## src/common/pxsf_pkg.sv

```systemverilog
// Summary of operation
// - Bit 12 reads copper half-duplex gigabit ability.
// - Bit 13 reads copper full-duplex gigabit ability.
// - Bit 14 reads fiber half-duplex ability, resets one.
// - Bit 15 reads fiber full-duplex ability, resets one.
// - Feature bit 0 enables pause in resolution.
package pxsf_pkg;

  // Offsets are register indices; the byte address is four times the index.
  localparam logic [7:0] PXSF_IDX_ABILITY = 8'h0f;
  localparam logic [7:0] PXSF_IDX_FEATURE = 8'h10;
  localparam logic [11:0] PXSF_ADDR_ABILITY = 12'h03c;
  localparam logic [11:0] PXSF_ADDR_FEATURE = 12'h040;

  // Field positions.
  localparam int PXSF_BIT_COPPER_HALF = 12;
  localparam int PXSF_BIT_COPPER_FULL = 13;
  localparam int PXSF_BIT_FIBER_HALF  = 14;
  localparam int PXSF_BIT_FIBER_FULL  = 15;
  localparam int PXSF_BIT_PAUSE_EN    = 0;

  // Reset values.
  localparam logic       PXSF_RST_COPPER_HALF = 1'b0;
  localparam logic       PXSF_RST_COPPER_FULL = 1'b0;
  localparam logic       PXSF_RST_FIBER_HALF  = 1'b1;
  localparam logic       PXSF_RST_FIBER_FULL  = 1'b1;
  localparam logic       PXSF_RST_PAUSE_EN    = 1'b0;

  // Bus answers.
  localparam logic [1:0] PXSF_RESP_OKAY   = 2'h0;
  localparam logic [1:0] PXSF_RESP_SLVERR = 2'h2;

  // Ability flags carried as one group.
  typedef struct packed {
    logic gig_fiber_full_able;
    logic gig_fiber_half_able;
    logic gig_copper_full_able;
    logic gig_copper_half_able;
  } pxsf_ability_t;

  // Write request as taken from the bus.
  typedef struct packed {
    logic [11:0] addr;
    logic [31:0] data;
    logic [3:0]  strb;
  } pxsf_wreq_t;

endpackage

```

## src/logic/pxsf_regs.sv

```systemverilog
`timescale 1ns/1ps
// AXI4-Lite slave exposing the gigabit ability status and the feature control word.
module pxsf_regs
(
  // Clock and reset.
  input  wire logic                    aclk,
  input  wire logic                    aresetn,
  // Write address channel.
  input  wire logic                    s_axi_awvalid,
  output logic                         s_axi_awready,
  input  wire logic [11:0]             s_axi_awaddr,
  input  wire logic [2:0]              s_axi_awprot,
  // Write data channel.
  input  wire logic                    s_axi_wvalid,
  output logic                         s_axi_wready,
  input  wire logic [31:0]             s_axi_wdata,
  input  wire logic [3:0]              s_axi_wstrb,
  // Write response channel.
  output logic                         s_axi_bvalid,
  input  wire logic                    s_axi_bready,
  output logic [1:0]                   s_axi_bresp,
  // Read address channel.
  input  wire logic                    s_axi_arvalid,
  output logic                         s_axi_arready,
  input  wire logic [11:0]             s_axi_araddr,
  input  wire logic [2:0]              s_axi_arprot,
  // Read data channel.
  output logic                         s_axi_rvalid,
  input  wire logic                    s_axi_rready,
  output logic [31:0]                  s_axi_rdata,
  output logic [1:0]                   s_axi_rresp,
  // PHY side.
  input  wire pxsf_pkg::pxsf_ability_t ability_strap,
  output logic                         pause_resolve_enable
);

  // Returns one when an address hits a mapped register.
  function automatic logic addr_mapped(input logic [11:0] a);
    addr_mapped = (a == pxsf_pkg::PXSF_ADDR_ABILITY) || (a == pxsf_pkg::PXSF_ADDR_FEATURE);
  endfunction

  // Timing as seen from the bus:
  //   edge N   : address and data are taken, together or one after the other;
  //   edge N+1 : the write reaches storage and the response is raised;
  //   later    : the response stands until the master takes it.
  // A read address taken at edge M is answered just after that edge with the
  // storage as it stood before the edge, and the answer stands until taken.
  // Address bits 1:0 are ignored, so every byte offset inside a word aliases
  // to that word. The protection bits are accepted and not checked: this
  // bank holds nothing that a privileged master alone may touch.
  // The readies are registered like every other bus output; they are worked
  // out from the next state, so a channel never takes a word a cycle late.

  // Write channel state.
  logic        aw_held_reg, aw_held_next;   // Address captured, waiting for data.
  logic        w_held_reg, w_held_next;     // Data captured, waiting for address.
  pxsf_pkg::pxsf_wreq_t wreq_reg, wreq_next; // Captured write.
  logic        bvalid_reg, bvalid_next;     // Response pending.
  logic [1:0]  bresp_reg, bresp_next;       // Response code.
  // Read channel state.
  logic        rvalid_reg, rvalid_next;     // Read data pending.
  logic [31:0] rdata_reg, rdata_next;       // Read data.
  logic [1:0]  rresp_reg, rresp_next;       // Read response code.
  // Decoded feature write.
  logic        feat_wr;                      // Write to the feature word, low lane.
  logic        pause_en;                     // Enable from storage.
  pxsf_pkg::pxsf_ability_t ability;          // Flags from storage.
  logic        do_write;                     // Both halves of a write present.
  // Ready flags, registered so that every bus output leaves a flip-flop.
  logic        awready_reg, awready_next;    // Address channel may take a word.
  logic        wready_reg, wready_next;      // Data channel may take a word.
  logic        arready_reg, arready_next;    // Read channel may take an address.

  pxsf_ability u_ability
  (
    .aclk    (aclk),
    .aresetn (aresetn),
    .strap   (ability_strap),
    .ability (ability)
  );

  pxsf_feature u_feature
  (
    .aclk     (aclk),
    .aresetn  (aresetn),
    .wr_en    (feat_wr),
    .wr_bit   (wreq_reg.data[pxsf_pkg::PXSF_BIT_PAUSE_EN]),
    .pause_en (pause_en)
  );

  // Both halves of a write are present and the last answer has been taken.
  assign do_write      = aw_held_reg && w_held_reg && !bvalid_reg;
  // Only bit 0 of the feature word is writable; everything else is dropped.
  assign feat_wr = do_write && (wreq_reg.addr == pxsf_pkg::PXSF_ADDR_FEATURE)
                   && wreq_reg.strb[0];

  // Write path: capture address and data in either order, then respond.
  always_comb
  begin
    aw_held_next = aw_held_reg;
    w_held_next  = w_held_reg;
    wreq_next    = wreq_reg;
    bvalid_next  = bvalid_reg;
    bresp_next   = bresp_reg;
    if (s_axi_awvalid && s_axi_awready)
    begin
      aw_held_next  = 1'b1;
      wreq_next.addr = {s_axi_awaddr[11:2], 2'h0};
    end
    if (s_axi_wvalid && s_axi_wready)
    begin
      w_held_next    = 1'b1;
      wreq_next.data = s_axi_wdata;
      wreq_next.strb = s_axi_wstrb;
    end
    if (do_write)
    begin
      // Unmapped addresses get an error answer and change nothing.
      aw_held_next = 1'b0;
      w_held_next  = 1'b0;
      bvalid_next  = 1'b1;
      bresp_next   = addr_mapped(wreq_reg.addr) ? pxsf_pkg::PXSF_RESP_OKAY
                                                : pxsf_pkg::PXSF_RESP_SLVERR;
    end
    else if (bvalid_reg && s_axi_bready)
    begin
      bvalid_next = 1'b0;
    end
    // Ready only while the matching half is not yet held and no response waits,
    // so at most one write is under way; taken from the next state so that the
    // registered flag agrees with the state that it guards in every cycle.
    awready_next = !aw_held_next && !bvalid_next;
    wready_next  = !w_held_next && !bvalid_next;
  end

  // Read path: one read at a time; reads have no side effects.
  always_comb
  begin
    rvalid_next = rvalid_reg;
    rdata_next  = rdata_reg;
    rresp_next  = rresp_reg;
    if (s_axi_arvalid && s_axi_arready)
    begin
      rvalid_next = 1'b1;
      rdata_next  = 32'h0000_0000;
      rresp_next  = pxsf_pkg::PXSF_RESP_OKAY;
      // Decode the word address; the data start from zero for every word.
      case ({s_axi_araddr[11:2], 2'h0})
        // Status word: the four flags, all other bits stay zero.
        pxsf_pkg::PXSF_ADDR_ABILITY:
        begin
          rdata_next[pxsf_pkg::PXSF_BIT_COPPER_HALF] = ability.gig_copper_half_able;
          rdata_next[pxsf_pkg::PXSF_BIT_COPPER_FULL] = ability.gig_copper_full_able;
          rdata_next[pxsf_pkg::PXSF_BIT_FIBER_HALF]  = ability.gig_fiber_half_able;
          rdata_next[pxsf_pkg::PXSF_BIT_FIBER_FULL]  = ability.gig_fiber_full_able;
        end
        // Feature word: the enable in bit 0, reserved bits zero.
        pxsf_pkg::PXSF_ADDR_FEATURE:
        begin
          rdata_next[pxsf_pkg::PXSF_BIT_PAUSE_EN] = pause_en;
        end
        // Unmapped words answer with an error and read as zero.
        default:
        begin
          rresp_next = pxsf_pkg::PXSF_RESP_SLVERR;
        end
      endcase
    end
    else if (rvalid_reg && s_axi_rready)
    begin
      rvalid_next = 1'b0;
    end
    // A new address is taken only once the last answer is gone.
    arready_next = !rvalid_next;
  end

  // Register all channel state.
  always_ff @(posedge aclk)
  begin
    if (!aresetn)
    begin
      aw_held_reg <= 1'b0;
      w_held_reg  <= 1'b0;
      wreq_reg    <= '0;
      bvalid_reg  <= 1'b0;
      bresp_reg   <= pxsf_pkg::PXSF_RESP_OKAY;
      rvalid_reg  <= 1'b0;
      rdata_reg   <= 32'h0000_0000;
      rresp_reg   <= pxsf_pkg::PXSF_RESP_OKAY;
      awready_reg <= 1'b1;
      wready_reg  <= 1'b1;
      arready_reg <= 1'b1;
    end
    else
    begin
      aw_held_reg <= aw_held_next;
      w_held_reg  <= w_held_next;
      wreq_reg    <= wreq_next;
      bvalid_reg  <= bvalid_next;
      bresp_reg   <= bresp_next;
      rvalid_reg  <= rvalid_next;
      rdata_reg   <= rdata_next;
      rresp_reg   <= rresp_next;
      awready_reg <= awready_next;
      wready_reg  <= wready_next;
      arready_reg <= arready_next;
    end
  end

  assign s_axi_awready = awready_reg;
  assign s_axi_wready  = wready_reg;
  assign s_axi_arready = arready_reg;
  assign s_axi_bvalid = bvalid_reg;
  assign s_axi_bresp  = bresp_reg;
  assign s_axi_rvalid = rvalid_reg;
  assign s_axi_rdata  = rdata_reg;
  assign s_axi_rresp  = rresp_reg;
  assign pause_resolve_enable = pause_en;

  // Assertions, each kept beside the rule that it guards.

  // A decoded feature write lands in the enable on the next edge.
  a_feat_write_lands: assert property (@(posedge aclk) disable iff (!aresetn)
    feat_wr |=> pause_resolve_enable == $past(wreq_reg.data[pxsf_pkg::PXSF_BIT_PAUSE_EN]))
    else $error("pause enable did not take the written value");

  // Without a decoded write the enable holds; reads and other writes leave it alone.
  a_feat_stable: assert property (@(posedge aclk) disable iff (!aresetn)
    !feat_wr |=> $stable(pause_resolve_enable))
    else $error("pause enable changed without a write");

  // A status read returns the four flags in bits 15:12 and zero elsewhere.
  // The flags are held against the stored copy as it stood when the address was taken.
  a_ability_read: assert property (@(posedge aclk) disable iff (!aresetn)
    (s_axi_arvalid && s_axi_arready && s_axi_araddr == pxsf_pkg::PXSF_ADDR_ABILITY)
    |=> s_axi_rvalid && s_axi_rdata[11:0] == 12'h000 && s_axi_rdata[31:16] == 16'h0000
        && s_axi_rdata[15:12] == $past(ability))
    else $error("ability read returned wrong bits");

  // A feature read returns the enable in bit 0 and zero in the reserved bits.
  a_feat_read_rsvd: assert property (@(posedge aclk) disable iff (!aresetn)
    (s_axi_arvalid && s_axi_arready && s_axi_araddr == pxsf_pkg::PXSF_ADDR_FEATURE)
    |=> s_axi_rdata[31:1] == 31'h0 && s_axi_rdata[0] == $past(pause_resolve_enable))
    else $error("feature read returned wrong bits");

  // On the first edge after reset is released the flags show their power-on values.
  // The release itself is the trigger here, so these checks carry no disable clause.
  a_fiber_half_reset: assert property (@(posedge aclk)
    $rose(aresetn) |-> ability.gig_fiber_half_able && ability.gig_fiber_full_able)
    else $error("fiber ability flags not set after reset");

  // The fiber full-duplex flag comes out of reset set.
  a_fiber_full_reset: assert property (@(posedge aclk)
    $rose(aresetn) |-> ability.gig_fiber_full_able)
    else $error("fiber full ability not set after reset");

  // Both copper flags come out of reset clear.
  a_copper_reset: assert property (@(posedge aclk)
    $rose(aresetn) |-> !ability.gig_copper_half_able && !ability.gig_copper_full_able)
    else $error("copper ability flags not clear after reset");

  // The pause enable comes out of reset clear.
  a_pause_reset: assert property (@(posedge aclk)
    $rose(aresetn) |-> !pause_resolve_enable)
    else $error("pause enable not clear after reset");

  // Once both halves are held the answer is raised on the next edge and the
  // readies stay low until it has been taken, so one write at a time is under way.
  a_write_resp: assert property (@(posedge aclk) disable iff (!aresetn)
    do_write |=> s_axi_bvalid && !s_axi_awready && !s_axi_wready)
    else $error("write response missing");

  // A taken read address is answered on the next edge; no second one is taken meanwhile.
  a_read_answer: assert property (@(posedge aclk) disable iff (!aresetn)
    (s_axi_arvalid && s_axi_arready) |=> s_axi_rvalid && !s_axi_arready)
    else $error("read answer missing");

  // A read of an unmapped word answers with an error and all-zero data.
  a_unmapped_read: assert property (@(posedge aclk) disable iff (!aresetn)
    (s_axi_arvalid && s_axi_arready
     && {s_axi_araddr[11:2], 2'h0} != pxsf_pkg::PXSF_ADDR_ABILITY
     && {s_axi_araddr[11:2], 2'h0} != pxsf_pkg::PXSF_ADDR_FEATURE)
    |=> s_axi_rresp == pxsf_pkg::PXSF_RESP_SLVERR && s_axi_rdata == 32'h0000_0000)
    else $error("unmapped read not refused");

  // A write to an unmapped word answers with an error and changes nothing.
  a_unmapped_write: assert property (@(posedge aclk) disable iff (!aresetn)
    (do_write && wreq_reg.addr != pxsf_pkg::PXSF_ADDR_ABILITY
     && wreq_reg.addr != pxsf_pkg::PXSF_ADDR_FEATURE)
    |=> s_axi_bresp == pxsf_pkg::PXSF_RESP_SLVERR && $stable(pause_resolve_enable))
    else $error("unmapped write not refused");

  // A feature write without the low byte lane leaves the enable alone.
  a_strobe_ignored: assert property (@(posedge aclk) disable iff (!aresetn)
    (do_write && wreq_reg.addr == pxsf_pkg::PXSF_ADDR_FEATURE && !wreq_reg.strb[0])
    |=> $stable(pause_resolve_enable))
    else $error("pause enable changed by a write without its lane");

  // A write to the read-only status word leaves the enable alone.
  a_status_write_ignored: assert property (@(posedge aclk) disable iff (!aresetn)
    (do_write && wreq_reg.addr == pxsf_pkg::PXSF_ADDR_ABILITY)
    |=> $stable(pause_resolve_enable))
    else $error("status write changed the pause enable");

endmodule

```

## src/logic/pxsf_ability.sv

```systemverilog
`timescale 1ns/1ps
// Holds the ability flags; the strap inputs are captured by a clocked process.
module pxsf_ability
(
  // Clock and reset.
  input  wire logic                   aclk,
  input  wire logic                   aresetn,
  // Ability straps from the PHY, same clock domain.
  input  wire pxsf_pkg::pxsf_ability_t strap,
  // Registered ability flags.
  output pxsf_pkg::pxsf_ability_t      ability
);

  pxsf_pkg::pxsf_ability_t ability_reg;   // Current flags.
  pxsf_pkg::pxsf_ability_t ability_next;  // Next flags.

  // The straps are tracked every cycle; reset loads the power-on values instead.
  always_comb
  begin
    ability_next = strap;
  end

  // Register stage; reset takes constants only.
  always_ff @(posedge aclk)
  begin
    if (!aresetn)
    begin
      ability_reg.gig_copper_half_able <= pxsf_pkg::PXSF_RST_COPPER_HALF;
      ability_reg.gig_copper_full_able <= pxsf_pkg::PXSF_RST_COPPER_FULL;
      ability_reg.gig_fiber_half_able  <= pxsf_pkg::PXSF_RST_FIBER_HALF;
      ability_reg.gig_fiber_full_able  <= pxsf_pkg::PXSF_RST_FIBER_FULL;
    end
    else
    begin
      ability_reg <= ability_next;
    end
  end

  assign ability = ability_reg;

endmodule

```

## src/logic/pxsf_feature.sv

```systemverilog
`timescale 1ns/1ps
// Holds the pause resolution enable, written by software.
module pxsf_feature
(
  // Clock and reset.
  input  wire logic  aclk,
  input  wire logic  aresetn,
  // Write strobe and bit value, already decoded.
  input  wire logic  wr_en,
  input  wire logic  wr_bit,
  // Current enable.
  output logic       pause_en
);

  logic pause_en_reg;   // Stored enable.
  logic pause_en_next;  // Next enable.

  // Only a decoded write to the low lane changes the bit.
  always_comb
  begin
    pause_en_next = wr_en ? wr_bit : pause_en_reg;
  end

  // Register stage.
  always_ff @(posedge aclk)
  begin
    if (!aresetn)
    begin
      pause_en_reg <= pxsf_pkg::PXSF_RST_PAUSE_EN;
    end
    else
    begin
      pause_en_reg <= pause_en_next;
    end
  end

  assign pause_en = pause_en_reg;

endmodule

```

## config.mk

```make
export PLATFORM = sky130hd
export DESIGN_NAME = pxsf_regs
export DESIGN_NICKNAME = d
export VERILOG_FILES = /design/src/common/pxsf_pkg.sv /design/src/logic/pxsf_regs.sv /design/src/logic/pxsf_ability.sv /design/src/logic/pxsf_feature.sv
export SDC_FILE = /design/constraint.sdc
export NUM_CORES = 1
export LEC_CHECK = 0
export ABC_CLOCK_PERIOD_IN_PS = 1800
export BUFFER_PORTS_ARGS = -buffer_cell sky130_fd_sc_hd__clkbuf_2
export CAP_MARGIN = 10
export CORE_MARGIN = 3
export CORE_UTILIZATION = 38
export DETAILED_ROUTE_END_ITERATION = 7
export PLACE_DENSITY = 0.88
export REMOVE_ABC_BUFFERS = 1
export SLEW_MARGIN = 20
export SYNTH_ARGS = -nofsm -noshare
export SYNTH_HDL_FRONTEND = slang
export SYNTH_HIERARCHICAL = 1
export SYNTH_SLANG_ARGS = --single-unit
```

## constraint.sdc

```tcl
create_clock -name aclk -period 1.8 [get_ports aclk]
set_input_delay 0.18 -clock aclk [delete_from_list [all_inputs] [get_ports aclk]]
set_output_delay 0.18 -clock aclk [all_outputs]
set_load 0.1 [all_outputs]
```

==> reports/metrics.yaml <==
outcome: "complete, no violations"
drt-initial-drc-count: 27
syn_inst: 160
coreArea_sq_um: 3442
slew_headroom: 0.6249
rows: 21
crit_path_end_kind: "flip-flop"
clock-sinks: 31
multiInputGateArea_sq_um: 644.4
cp_slowest_stage_delay_ns: 0.55
firstDrtPassIters: 4
ys_ff_latch: 31
grtUsageTotal: 0.1210
worst_slew_pin_slew_ns: 0.5627
tns_ns: 0
r2r-start: "wreq_reg[39]"
hold_ws_ns: 0.07884
post_cts_resized: 0
die_area_sq_um: 4456
ff_latch_area_sq_um: 620.6
synthArstFlopShare: 0
antenna_left: 0
period_needed_ns: 1.528
ys_types: 32
internal-power_mw: 1.141
startpoint: "wreq_reg[39]"
die_h_um: 66.76
layout.nets: 283
start_util: 0.4075
irDropWorstVdd_uv: 604.5
ys_seq_area_frac: 0.4425
cts_buffers: 5
leakage_nw: 0.7681
path_clk_slew_ns: 0.07
max_freq_mhz: 654.3
synth-edff-count: 0
routed_via_density: 4.502
port_buffers: 45
path_cells: "or4b_4 > nor2_2 > and4_1 > mux2i_1 > nor2b_1"
worstSetupPathType: "flip-flop to flip-flop"
p_sw_uw: 687.4
vias: 1139
cts_root_buf: "clkbuf_8"
holdCritPathClass: "input port to flip-flop"
postCtsSetupBuffers: 0
drv_slew: 0
slowest_stage: "or4b_4"
crit_path_start_kind: "flip-flop"
drc: 0
worstPathArrival_ns: 1.70
antenna_cells: 0
min_from: "ability_strap[3]"
p_sw_frac: 0.3760
path_buf_inv: 0
grt_pass1_vias: 976
avgSynthCellArea_sq_um: 8.766
synthFlopType: "dfxtp_1"
clkPwrFrac: 0.328
htreeDepth: 2
crit_required_ns: 1.97
seqPwrFrac: 0.407
crit_fanout: 3
clk-insertion-delay-late_ns: 0.28
skew_ns: 0.006110
cp_top_family: "simple AND/OR/NAND/NOR gates"
maxCapViolCount: 0
power_frac_comb: 0.265
grt_setup_unrepaired: "no"
wl_per_cell_um: 10.19
die_x_um: 66.76
antenna_found_initial: 0
cts_buffer_depth: 2
cts_hold_buf: 0
period_share: 0.8490
gr-total-overflow: 0
wl_um: 2579
powerDensity_nw_per_um2: 1104
netlist_area_sq_um: 1403
hold_viol: 0
largest_reg_flops: 12
grt_max_degree: 35
syn2layout_area_growth_pct: 18.02
finalSetupViolCount: 0
drive_gt1_frac: 0.2705
yosysWarnings: 6
gp_congestion: 0.7578
hpwl_um: 2061
pin_count: 119
fill_cells: 361
cts_tree: "yes"
grt_pass1_wl_um: 4057
[final timing paths]
| kind | end | slack, ns | cells past startpoint |
|---|---|---|---|
| setup / recovery | u_feature/pause_en | 0.27 | 5 |
| hold / removal | u_ability/ability[3] | 0.08 | 2 |
| setup reg to reg | u_feature/pause_en | 0.27 | 5 |
| hold reg to reg | s_axi_rdata[15] | 0.46 | 2 |
[power by group through the flow]
stage	Combinational, mW	Sequential [mW]	Clock [mW]
after floorplan	0.332	0.838	0
after global placement	0.480	0.758	0
after detailed placement	0.484	0.760	0
after CTS	0.484	0.745	0.616
after global routing	0.510	0.749	0.651
final	0.484	0.744	0.600
[synthesized netlist by cell type, drive strengths merged, types with 2 or more instances]
cell,n,area share
buf,31,0.16
dfxtp,31,0.44
nand2,26,0.070
nand3,13,0.046
a21boi,12,0.064
o21ai,7,0.025
nor2,6,0.018
and2,4,0.018
nand2b,4,0.018
clkbuf,3,0.0080
mux2i,3,0.021
nor2b,3,0.013
nand4b,2,0.012
[worst reg2reg max path, cell delays in order, from the launching register on]
cell and delay, ns:
dfxtp_1 0.33, or4b_4 0.55, nor2_2 0.09, and4_1 0.21, mux2i_1 0.18, nor2b_1 0.05
[layout make-up]
type,instances,share of cell area
clock inverters,1,0.004535
inverters,1,0.002268
flip-flops and latches,31,0.3749
repair buffers,45,0.1361
well taps,46,0.03477
multi-input cells,122,0.3893
clock buffers,7,0.05820
[cell families after synthesis]
logic type,share of synthesized area
and+or+nand+nor,0.2444
AOI/OAI and AO/OA,0.1160
buffers and inverters,0.1731
other,0.002674
DFF,0.4425
muxes,0.02141
[metrics by stage]
| step | power [mW] | instance area, sq um | util | setup WS, ns | std cells |
|---|---|---|---|---|---|
| 6_report | 1.828 | 1655 | 0.4809 | 0.2717 | 253 |
| 5_1_grt | 1.911 | 1655 | 0.4809 | 0.1649 | 253 |
| 4_1_cts | 1.845 | 1655 | 0.4809 | 0.2670 | 253 |
| 3_5_place_dp | 1.244 | 1551 | 0.4507 | 0.2836 | 245 |
| 3_3_place_gp | 1.238 | 1551 | 0.4507 | 0.3048 | 245 |
| 2_1_floorplan | 1.170 | 1269 | - | 0.02779 | 154 |
[per-layer routing]
metal	vias to the layer above	part of all wire	global-route usage
li1	574	-	-
met1	516	0.38	0.1293
met2	44	0.52	0.2079
met3	5	0.074	0.04384
met4	0	0.021	0.06091
met5	-	0	0
[layout by cell type, fill, tap and decap left out, drive strengths merged, types with 3 or more instances in the layout]
| cell | Yosys | layout |
|---|---|---|
| clkbuf | 3 | 52 |
| nor2b | 3 | 3 |
| mux2i | 3 | 3 |
| conb | 1 | 29 |
| nand2 | 26 | 26 |
| o21ai | 7 | 7 |
| nand3 | 13 | 13 |
| and2 | 4 | 4 |
| dfxtp | 31 | 31 |
| nand2b | 4 | 4 |
| nor2 | 6 | 6 |
| a21boi | 12 | 12 |
No activity file was read; power rests on OpenSTA's default activity.
